==> src/shared/wwdt_consts.vh <==
`ifndef WWDT_CONSTS_VH
`define WWDT_CONSTS_VH

// ----------------------------------------
// Register indices (byte address = 4 * index)
// ----------------------------------------
`define WWDT_IDX_CTRL 6'h00
`define WWDT_IDX_STATUS 6'h01
`define WWDT_IDX_GUARD 6'h02

// ----------------------------------------
// Field positions
// ----------------------------------------
`define WWDT_PER_LSB 0
`define WWDT_PER_MSB 3
`define WWDT_WIN_LSB 4
`define WWDT_WIN_MSB 7
`define WWDT_LOCK_BIT 7
`define WWDT_PEND_BIT 0

// ----------------------------------------
// Reset values and codes
// ----------------------------------------
`define WWDT_CTRL_RST 8'h00
`define WWDT_LOCK_RST 1'h0
`define WWDT_CODE_OFF 4'h0
`define WWDT_CODE_MAX 4'hB

// ----------------------------------------
// Timing counts
// ----------------------------------------
`define WWDT_GUARD_CYCLES 3'h4
`define WWDT_SYNC_TICKS 2'h3

// ----------------------------------------
// Bus responses
// ----------------------------------------
`define WWDT_RESP_OKAY 2'h0
`define WWDT_RESP_SLVERR 2'h2

`endif

==> src/hw/wwdt_tick_sync.v <==
`timescale 1ns/1ps
`default_nettype none
`include "wwdt_consts.vh"

module wwdt_tick_sync
#(
	parameter [1:0] TICKS = `WWDT_SYNC_TICKS
)
(
	// Clock and reset
	input wire clk_sys,
	input wire rst,
	// Request and watchdog tick
	input wire start,
	input wire tick,
	// Progress
	output reg busy,
	output reg done
);

reg [1:0] cnt_reg;

// ----------------------------------------
// Transfer into the watchdog tick domain
// ----------------------------------------
always @(posedge clk_sys)
begin
	if (rst)
	begin
		busy <= 1'b0;
		done <= 1'b0;
		cnt_reg <= 2'h0;
	end
	else
	begin
		done <= 1'b0;
		if (!busy)
		begin
			if (start)
			begin
				busy <= 1'b1;
				cnt_reg <= 2'h0;
			end
		end
		else if (tick)
		begin
			if (cnt_reg == TICKS - 2'h1)
			begin
				busy <= 1'b0;
				done <= 1'b1;
			end
			else
			begin
				cnt_reg <= cnt_reg + 2'h1;
			end
		end
	end
end

endmodule // wwdt_tick_sync

`default_nettype wire

==> src/hw/wwdt_top.v <==
`timescale 1ns/1ps
`default_nettype none
`include "wwdt_consts.vh"

// Behaviour
// - Once enabled, missing a clear before timeout requests a system reset.
// - Non-zero timeout code enables the watchdog; zero disables it.
// - Eleven timeout codes select 8 to 8192 watchdog clock periods.
// - Every accepted clear outside the closed period restarts the count.
// - Closed-slot code zero means Normal mode, non-zero means Window mode.
// - In Window mode a clear during the closed period requests reset.
// - Open period follows closed period; total timeout is their sum.
// - After enabling Window mode, first closed period starts at first clear.
// - Clear takes two to three watchdog ticks; clears meanwhile are ignored.
// - Counting continues in run-time debug but stops while CPU is halted.
// - A debug halt resets the watchdog counter.
// - Resuming from halt in Window mode runs one Normal timeout first.
// - While locked, timeout and closed-slot fields cannot change.
// - Lock is set by software or by an enabled fuse load; cleared only in debug mode.
// - Control field reset value comes from the boot configuration fuse.
// - Loading an enabled configuration from the fuse sets the lock.
// - Protected writes accepted only within four cycles after the guard key.
// - Protected writes without unlock complete but change nothing.
// - Control writes are transferred to the tick domain with pending flag set.
// - Counting runs on the 1 kHz watchdog oscillator, not the system clock.
// - Watchdog keeps operating only while both its oscillator and the system clock run.
// - Closed-slot bits 7:4, timeout bits 3:0; codes 1 to B double.
// - Pending flag clears itself when the transfer has finished.
module wwdt_top
#(
	parameter ADDR_W = 8,
	parameter [7:0] UNLOCK_KEY = 8'hA5 // io_unlock_key, arbitrary value
)
(
	// Clock and reset
	input wire clk_sys,
	input wire rst,
	// Watchdog oscillator and system hooks
	input wire dog_osc_clk,
	input wire [7:0] boot_cfg_fuse,
	input wire dog_clear_instr,
	input wire dbg_mode,
	input wire dbg_halt,
	output reg dog_reset_req,
	// AXI4-Lite write address
	input wire [ADDR_W-1:0] s_axi_awaddr,
	input wire s_axi_awvalid,
	output reg s_axi_awready,
	// AXI4-Lite write data
	input wire [31:0] s_axi_wdata,
	input wire [3:0] s_axi_wstrb,
	input wire s_axi_wvalid,
	output reg s_axi_wready,
	// AXI4-Lite write response
	output reg [1:0] s_axi_bresp,
	output reg s_axi_bvalid,
	input wire s_axi_bready,
	// AXI4-Lite read address
	input wire [ADDR_W-1:0] s_axi_araddr,
	input wire s_axi_arvalid,
	output reg s_axi_arready,
	// AXI4-Lite read data
	output reg [31:0] s_axi_rdata,
	output reg [1:0] s_axi_rresp,
	output reg s_axi_rvalid,
	input wire s_axi_rready
);

// ----------------------------------------
// States
// ----------------------------------------
localparam [3:0] ST_OFF = 4'h1;
localparam [3:0] ST_NORM = 4'h2;
localparam [3:0] ST_CLOSED = 4'h4;
localparam [3:0] ST_OPEN = 4'h8;

// ----------------------------------------
// Functions
// ----------------------------------------
function [13:0] wwdt_last;
	input [3:0] code;
	begin
		case (code)
			4'h1: wwdt_last = 14'h0007;
			4'h2: wwdt_last = 14'h000F;
			4'h3: wwdt_last = 14'h001F;
			4'h4: wwdt_last = 14'h003F;
			4'h5: wwdt_last = 14'h007F;
			4'h6: wwdt_last = 14'h00FF;
			4'h7: wwdt_last = 14'h01FF;
			4'h8: wwdt_last = 14'h03FF;
			4'h9: wwdt_last = 14'h07FF;
			4'hA: wwdt_last = 14'h0FFF;
			default: wwdt_last = 14'h1FFF;
		endcase
	end
endfunction

function mapped;
	input [5:0] idx;
	begin
		mapped = (idx == `WWDT_IDX_CTRL) || (idx == `WWDT_IDX_STATUS) ||
			(idx == `WWDT_IDX_GUARD);
	end
endfunction

// ----------------------------------------
// Declarations
// ----------------------------------------
reg osc_meta_reg;
reg osc_sync_reg;
reg osc_prev_reg;
reg aw_have_reg;
reg [5:0] aw_idx_reg;
reg w_have_reg;
reg [7:0] w_data_reg;
reg w_strb_reg;
reg [7:0] ctrl_reg;
reg lock_reg;
reg [2:0] guard_cnt_reg;
reg boot_done_reg;
reg [3:0] act_period_reg;
reg [3:0] act_window_reg;
reg [3:0] state_reg;
reg [13:0] cnt_reg;
reg [5:0] ar_idx;
reg [7:0] rd_byte;
wire tick;
wire wr_fire;
wire wr_ok;
wire prot_ok;
wire ctrl_wr;
wire cfg_busy;
wire cfg_done;
wire clr_busy;
wire clr_done;
wire [13:0] last_cnt;

assign tick = osc_sync_reg & ~osc_prev_reg;
assign wr_fire = aw_have_reg & w_have_reg & ~s_axi_bvalid;
assign wr_ok = wr_fire & w_strb_reg;
assign prot_ok = (guard_cnt_reg != 3'h0);
assign ctrl_wr = wr_ok & (aw_idx_reg == `WWDT_IDX_CTRL) & prot_ok & ~lock_reg &
	~cfg_busy & boot_done_reg;
assign last_cnt = (state_reg == ST_CLOSED) ? wwdt_last(act_window_reg) :
	wwdt_last(act_period_reg);

// ----------------------------------------
// Watchdog oscillator edge detection
// ----------------------------------------
always @(posedge clk_sys)
begin
	if (rst)
	begin
		osc_meta_reg <= 1'b0;
		osc_sync_reg <= 1'b0;
		osc_prev_reg <= 1'b0;
	end
	else
	begin
		osc_meta_reg <= dog_osc_clk;
		osc_sync_reg <= osc_meta_reg;
		osc_prev_reg <= osc_sync_reg;
	end
end

// ----------------------------------------
// Transfers into the tick domain
// ----------------------------------------
wwdt_tick_sync u_cfg_sync
(
	.clk_sys(clk_sys),
	.rst(rst),
	.start(ctrl_wr),
	.tick(tick),
	.busy(cfg_busy),
	.done(cfg_done)
);

wwdt_tick_sync u_clr_sync
(
	.clk_sys(clk_sys),
	.rst(rst),
	.start(dog_clear_instr & ~clr_busy),
	.tick(tick),
	.busy(clr_busy),
	.done(clr_done)
);

// ----------------------------------------
// AXI4-Lite write channel
// ----------------------------------------
always @(posedge clk_sys)
begin
	if (rst)
	begin
		aw_have_reg <= 1'b0;
		aw_idx_reg <= 6'h00;
		w_have_reg <= 1'b0;
		w_data_reg <= 8'h00;
		w_strb_reg <= 1'b0;
		s_axi_awready <= 1'b0;
		s_axi_wready <= 1'b0;
		s_axi_bvalid <= 1'b0;
		s_axi_bresp <= `WWDT_RESP_OKAY;
	end
	else
	begin
		if (s_axi_awvalid && s_axi_awready)
		begin
			aw_have_reg <= 1'b1;
			aw_idx_reg <= s_axi_awaddr[7:2];
			s_axi_awready <= 1'b0;
		end
		else if (!aw_have_reg && !s_axi_bvalid)
		begin
			s_axi_awready <= 1'b1;
		end
		if (s_axi_wvalid && s_axi_wready)
		begin
			w_have_reg <= 1'b1;
			w_data_reg <= s_axi_wdata[7:0];
			w_strb_reg <= s_axi_wstrb[0];
			s_axi_wready <= 1'b0;
		end
		else if (!w_have_reg && !s_axi_bvalid)
		begin
			s_axi_wready <= 1'b1;
		end
		if (wr_fire)
		begin
			aw_have_reg <= 1'b0;
			w_have_reg <= 1'b0;
			s_axi_bvalid <= 1'b1;
			s_axi_bresp <= mapped(aw_idx_reg) ? `WWDT_RESP_OKAY : `WWDT_RESP_SLVERR;
		end
		else if (s_axi_bvalid && s_axi_bready)
		begin
			s_axi_bvalid <= 1'b0;
		end
	end
end

// ----------------------------------------
// AXI4-Lite read channel
// ----------------------------------------
always @*
begin
	ar_idx = s_axi_araddr[7:2];
	if (ar_idx == `WWDT_IDX_CTRL)
		rd_byte = ctrl_reg;
	else if (ar_idx == `WWDT_IDX_STATUS)
		rd_byte = {lock_reg, 6'h00, cfg_busy};
	else
		rd_byte = 8'h00;
end

always @(posedge clk_sys)
begin
	if (rst)
	begin
		s_axi_arready <= 1'b0;
		s_axi_rvalid <= 1'b0;
		s_axi_rdata <= 32'h00000000;
		s_axi_rresp <= `WWDT_RESP_OKAY;
	end
	else
	begin
		if (s_axi_arvalid && s_axi_arready)
		begin
			s_axi_arready <= 1'b0;
			s_axi_rvalid <= 1'b1;
			s_axi_rdata <= {24'h000000, rd_byte};
			s_axi_rresp <= mapped(ar_idx) ? `WWDT_RESP_OKAY : `WWDT_RESP_SLVERR;
		end
		else if (s_axi_rvalid && s_axi_rready)
		begin
			s_axi_rvalid <= 1'b0;
		end
		else if (!s_axi_rvalid)
		begin
			s_axi_arready <= 1'b1;
		end
	end
end

// ----------------------------------------
// Control, lock and change guard
// ----------------------------------------
always @(posedge clk_sys)
begin
	if (rst)
	begin
		ctrl_reg <= `WWDT_CTRL_RST;
		lock_reg <= `WWDT_LOCK_RST;
		guard_cnt_reg <= 3'h0;
		boot_done_reg <= 1'b0;
	end
	else if (!boot_done_reg)
	begin
		boot_done_reg <= 1'b1;
		ctrl_reg <= boot_cfg_fuse;
		lock_reg <= (boot_cfg_fuse[`WWDT_PER_MSB:`WWDT_PER_LSB] != `WWDT_CODE_OFF);
	end
	else
	begin
		if (wr_ok && aw_idx_reg == `WWDT_IDX_GUARD && w_data_reg == UNLOCK_KEY)
			guard_cnt_reg <= `WWDT_GUARD_CYCLES;
		else if (prot_ok)
			guard_cnt_reg <= guard_cnt_reg - 3'h1;
		if (ctrl_wr)
			ctrl_reg <= w_data_reg;
		if (wr_ok && aw_idx_reg == `WWDT_IDX_STATUS && prot_ok)
		begin
			if (w_data_reg[`WWDT_LOCK_BIT])
				lock_reg <= 1'b1;
			else if (dbg_mode)
				lock_reg <= 1'b0;
		end
	end
end

// ----------------------------------------
// Watchdog counter and mode sequencer
// ----------------------------------------
always @(posedge clk_sys)
begin
	if (rst)
	begin
		act_period_reg <= `WWDT_CODE_OFF;
		act_window_reg <= `WWDT_CODE_OFF;
		state_reg <= ST_OFF;
		cnt_reg <= 14'h0000;
		dog_reset_req <= 1'b0;
	end
	else if (!boot_done_reg)
	begin
		act_period_reg <= boot_cfg_fuse[`WWDT_PER_MSB:`WWDT_PER_LSB];
		act_window_reg <= boot_cfg_fuse[`WWDT_WIN_MSB:`WWDT_WIN_LSB];
		cnt_reg <= 14'h0000;
		if (boot_cfg_fuse[`WWDT_PER_MSB:`WWDT_PER_LSB] != `WWDT_CODE_OFF)
			state_reg <= ST_NORM;
		else
			state_reg <= ST_OFF;
	end
	else if (dog_reset_req)
	begin
		state_reg <= ST_OFF;
	end
	else if (cfg_done)
	begin
		act_period_reg <= ctrl_reg[`WWDT_PER_MSB:`WWDT_PER_LSB];
		act_window_reg <= ctrl_reg[`WWDT_WIN_MSB:`WWDT_WIN_LSB];
		if (ctrl_reg[`WWDT_PER_MSB:`WWDT_PER_LSB] == `WWDT_CODE_OFF)
		begin
			state_reg <= ST_OFF;
			cnt_reg <= 14'h0000;
		end
		else if (state_reg == ST_OFF ||
			(ctrl_reg[`WWDT_WIN_MSB:`WWDT_WIN_LSB] == `WWDT_CODE_OFF) !=
			(act_window_reg == `WWDT_CODE_OFF))
		begin
			state_reg <= ST_NORM;
			cnt_reg <= 14'h0000;
		end
	end
	else if (dbg_halt)
	begin
		cnt_reg <= 14'h0000;
		if (state_reg != ST_OFF)
			state_reg <= ST_NORM;
	end
	else
	begin
		case (state_reg)
			ST_NORM, ST_OPEN:
			begin
				if (clr_done)
				begin
					cnt_reg <= 14'h0000;
					if (act_window_reg != `WWDT_CODE_OFF)
						state_reg <= ST_CLOSED;
				end
				else if (tick)
				begin
					if (cnt_reg == last_cnt)
						dog_reset_req <= 1'b1;
					else
						cnt_reg <= cnt_reg + 14'h0001;
				end
			end
			ST_CLOSED:
			begin
				if (clr_done)
					dog_reset_req <= 1'b1;
				else if (tick)
				begin
					if (cnt_reg == last_cnt)
					begin
						state_reg <= ST_OPEN;
						cnt_reg <= 14'h0000;
					end
					else
					begin
						cnt_reg <= cnt_reg + 14'h0001;
					end
				end
			end
			default:
			begin
				cnt_reg <= 14'h0000;
			end
		endcase
	end
end

endmodule // wwdt_top

`default_nettype wire

==> config.mk <==
export PLATFORM = sky130hd
export DESIGN_NAME = wwdt_top
export DESIGN_NICKNAME = d
export VERILOG_FILES = /design/src/hw/wwdt_tick_sync.v /design/src/hw/wwdt_top.v
export VERILOG_INCLUDE_DIRS = /design/src /design/src/shared
export SDC_FILE = /design/constraint.sdc
export NUM_CORES = 1
export LEC_CHECK = 0
export BUFFER_PORTS_ARGS = -buffer_cell sky130_fd_sc_hd__buf_4
export CELL_PAD_IN_SITES_DETAIL_PLACEMENT = 0
export CELL_PAD_IN_SITES_GLOBAL_PLACEMENT = 1
export CORE_UTILIZATION = 40
export CTS_CLUSTER_SIZE = 40
export DETAILED_ROUTE_END_ITERATION = 7
export MAX_ROUTING_LAYER = met4
export PLACE_DENSITY_LB_ADDON = 0.08
export REMOVE_ABC_BUFFERS = 1
export SLEW_MARGIN = 20
export SYNTH_ARGS = -nofsm -noshare
export SYNTH_HDL_FRONTEND = slang
export SYNTH_SLANG_ARGS = --single-unit
==> constraint.sdc <==
create_clock -name clk_sys -period 3.3 [get_ports clk_sys]
set_input_delay 0.33 -clock clk_sys [delete_from_list [all_inputs] [get_ports clk_sys]]
set_output_delay 0.33 -clock clk_sys [all_outputs]
set_load 0.01 [all_outputs]
==> Flow_metrics.wiki <==
{| class="wikitable"
! Metric !! Value
|-
| Count of flip-flops with a built-in enable after synthesis || 0
|-
| Gate power share || 13.2%
|-
| Relative max-transition margin || 46.05%
|-
| Antenna Cells || 0
|-
| Clock network latency to the later pin of the worst-skew pair || 0.35 ns
|-
| Share of Yosys cell area claimed by the top area cell type || 42.09%
|-
| Clock network power share || 37.5%
|-
| Number of top-level pins || 113
|-
| CP Data Arrival Time || 3.00 ns
|-
| Category of cells accounting for the largest share of critical-path delay || compound AO/OA/AOI/OAI gates
|-
| Total die area || 12690 sq um
|-
| DRT iter0 DRCs || 220
|-
| Number of buffers inserted by port buffering || 55
|-
| Crit start category || flip-flop
|-
| Setup TNS Final || 0 ns
|-
| Number of global-route vias before repair || 3921
|-
| CP Data Required Time || 3.51 ns
|-
| Buffers plus inverters on the worst setup path || 3
|-
| Outcome || finished, final reports clean
|-
| List of cells traversed by the critical path || nor4b_4 > buf_4 > buf_4 > nor4_1 > nand2_1 > a32o_1 > o311a_1 > inv_1 > o22ai_1
|-
| CTS tree || built
|-
| Seq/Total Area, Yosys || 42.09%
|-
| TritonCTS buffer count || 9
|-
| Maximum fanout count along the critical path || 12
|-
| Unique cell type count in the Yosys netlist || 58
|-
| Detailed-route wire length per cell || 14.70 um
|-
| Crit share post-route || 84.73%
|-
| Post-synth top flop || sky130_fd_sc_hd__dfxtp_1
|-
| Power density over cell area || 498.3 nW/um^2
|-
| Fill count || 1184
|-
| Clock tree sinks || 103
|-
| Residual DRC || 0
|-
| Nets || 715
|-
| HPWL after detailed placement || 8.486 mm
|-
| Residual overflow from global routing || 0
|-
| Chip height || 112.7 um
|-
| Starting Density || 40.95%
|-
| Final worst slack || 0.5040 ns
|-
| Classification of the worst setup path || flip-flop to flip-flop
|-
| HP Class || input port to flip-flop
|-
| First-pass GRT wire length || 19.31 mm
|-
| TritonRoute pass-1 iters || 4
|-
| Synth warnings || 0
|-
| Sequential fraction of design power || 49.3%
|-
| Post-placement cell count || 766
|-
| Clock root cell || sky130_fd_sc_hd__clkbuf_16
|-
| P_sw || 0.7281 mW
|-
| Fin crit period || 2.796 ns
|-
| Worst ir drop on vdd || 0.2737 mV
|-
| Maximum count of clock buffers along a single path || 2
|-
| Kind of end point of the critical path || flip-flop
|-
| FF+latch count, synth || 103
|-
| Reg clk slew, reported paths || 0.07 ns
|-
| Critical path's most frequent cell || sky130_fd_sc_hd__buf_4
|-
| Final antenna-violating net count || 0
|-
| FMAX || 357.7 MHz
|-
| Setup Skew || 0.006109 ns
|-
| Most used standard cell by instance count after synthesis || sky130_fd_sc_hd__dfxtp_1
|-
| Max Cap Violations || 0
|-
| Gr usage total || 20.05%
|-
| Met3 layer usage reported by global route || 5.130%
|-
| Static power due to leakage || 2.240 nW
|-
| Number of placement rows || 40
|-
| Count of final hold-check violations || 0
|-
| Share of total power consumed by net switching || 25.77%
|-
| Number of antenna violations at the first check in global routing || 0
|-
| Delay of the slowest cell on the worst path || 0.54 ns
|-
| Most used routing layer in global routing || met2
|-
| Maximum number of pins on one net before global-route repair || 46
|-
| Fin cells || 784
|-
| Netlist area before placement || 4898 sq um
|-
| Resize count post-CTS || 0
|-
| Commonest cells in the synthesized netlist || sky130_fd_sc_hd__dfxtp_1 (103), sky130_fd_sc_hd__a21oi_1 (61), sky130_fd_sc_hd__nand2_1 (60)
|-
| Area used by multi-input combinational logic || 2510 sq um
|-
| Cell taking the most area after synthesis || sky130_fd_sc_hd__dfxtp_1
|-
| Number of vias per cell after detailed routing || 5.223
|-
| Post-synthesis to final-layout area growth || 15.73%
|-
| Critical Path Slowest Stage Cell || sky130_fd_sc_hd__o311a_1
|-
| Total Wirelength || 11.52 mm
|-
| Horiz. Die Dim || 112.7 um
|-
| RePlAce Congestion || 0.7918
|-
| RSZ-0062 raised after global routing || false
|-
| FFs w/ async S/R, synth || 0%
|-
| Pre-CTS WS || 0.3450 ns
|-
| Final-report setup violation count || 0
|-
| H-tree Lvls || 3
|-
| CORE AREA || 11960 sq um
|-
| Met1 capacity usage during global routing || 25.02%
|-
| Pins over their slew limit || 0
|-
| Global-route met2 utilization || 31.03%
|-
| Layout cells sized above 1 || 13.34%
|-
| Internal power consumption || 2.097 mW
|-
| Sequential cell area || 2062 sq um
|-
| Slew at the pin closest to its max-slew limit || 0.8063 ns
|-
| Synthesized area per cell || 8.402 sq um
|-
| Leading cell types by total area after synthesis || sky130_fd_sc_hd__dfxtp_1 (42%), sky130_fd_sc_hd__a21oi_1 (6.2%), sky130_fd_sc_hd__nand2_1 (4.6%)
|-
| Post-Synthesis Cells || 583
|-
| Number of vias after detailed routing || 4095
|}
[final cells by class]
class | count | share of cell area (%)
multi-input combinational | 419 | 44.27
sequential | 103 | 36.37
timing repair buffer | 66 | 8.740
clock buffer | 12 | 4.348
tap | 147 | 3.244
inverter | 34 | 2.251
clock inverter | 3 | 0.7725
[logic make-up (layout without fill, tap and decap cells)]
family	Yosys count	in the layout	synth area share [%]
AO/OA/AOI/OAI	148	148	18.77
XOR/XNOR	10	10	1.788
adder cells (fa/ha/maj)	11	11	2.810
buffers and inverters	86	115	8.685
flip-flops	103	103	42.09
multiplexers	20	20	4.087
other	1	26	0.07655
AND/OR/NAND/NOR	204	204	21.69
[per-layer routing]
| layer | routed length, um | vias to the layer above | part of all wire, % |
|---|---|---|---|
| li1 | - | 2102 | - |
| met1 | 5501 | 1892 | 48 |
| met2 | 5326 | 80 | 46 |
| met3 | 410 | 21 | 3.6 |
| met4 | 283 | 0 | 2.5 |
| met5 | 0 | - | 0 |
[path summary, 6_finish.rpt]
check	start	end	slack, ns	depth (start not counted)
max	state_reg[0]$_SDFFE_PP1P_	cnt_reg[12]$_SDFFE_PP0P_	0.50	9
min	dog_osc_clk	osc_meta_reg$_SDFF_PP0_	0.19	2
max reg2reg	state_reg[0]$_SDFFE_PP1P_	cnt_reg[12]$_SDFFE_PP0P_	0.50	9
min reg2reg	osc_meta_reg$_SDFF_PP0_	osc_sync_reg$_SDFF_PP0_	0.43	1
[through the flow]
step / area [sq um] / power [mW] / hold WS (ns) / util, %
floorplan: 4695 / 1.654 / 0.3991 / -
global placement: 5356 / 1.784 / 0.4184 / 44.78
detailed placement: 5356 / 1.793 / 0.4220 / 44.78
CTS: 5647 / 2.862 / 0.1759 / 47.21
global route: 5669 / 2.978 / 0.1793 / 47.40
finish: 5669 / 2.825 / 0.1909 / 47.40
[cell usage in the layout, fill, tap and decap left out, types with 10 or more instances in the layout]
cell and count:
sky130_fd_sc_hd__nand2_1 60, sky130_fd_sc_hd__mux2i_1 20, sky130_fd_sc_hd__inv_1 34, sky130_fd_sc_hd__ha_1 11
sky130_fd_sc_hd__nor2_1 32, sky130_fd_sc_hd__a21oi_1 61, sky130_fd_sc_hd__buf_4 66, sky130_fd_sc_hd__nand3_1 26
sky130_fd_sc_hd__o211ai_1 10, sky130_fd_sc_hd__a31oi_1 12, sky130_fd_sc_hd__dfxtp_1 103, sky130_fd_sc_hd__nor3_1 15
sky130_fd_sc_hd__nand2b_1 17, sky130_fd_sc_hd__o21ai_0 24, sky130_fd_sc_hd__conb_1 26
[power groups by stage]
stage / Clock [mW] / Combinational, mW / Sequential [mW]
floorplan: 0 / 0.248 / 1.41
global placement: 0 / 0.364 / 1.42
detailed placement: 0 / 0.372 / 1.42
CTS: 1.09 / 0.374 / 1.39
global route: 1.14 / 0.430 / 1.41
finish: 1.06 / 0.373 / 1.39
[timing repair]
action / 4_1_cts / 5_1_grt
setup endpoints to repair: 0 / 2
hold endpoints to repair: 0 / 0
hold buffers: 0 / 0
buffers inserted: 0 / 3
Power figures use the tool's default switching activity.
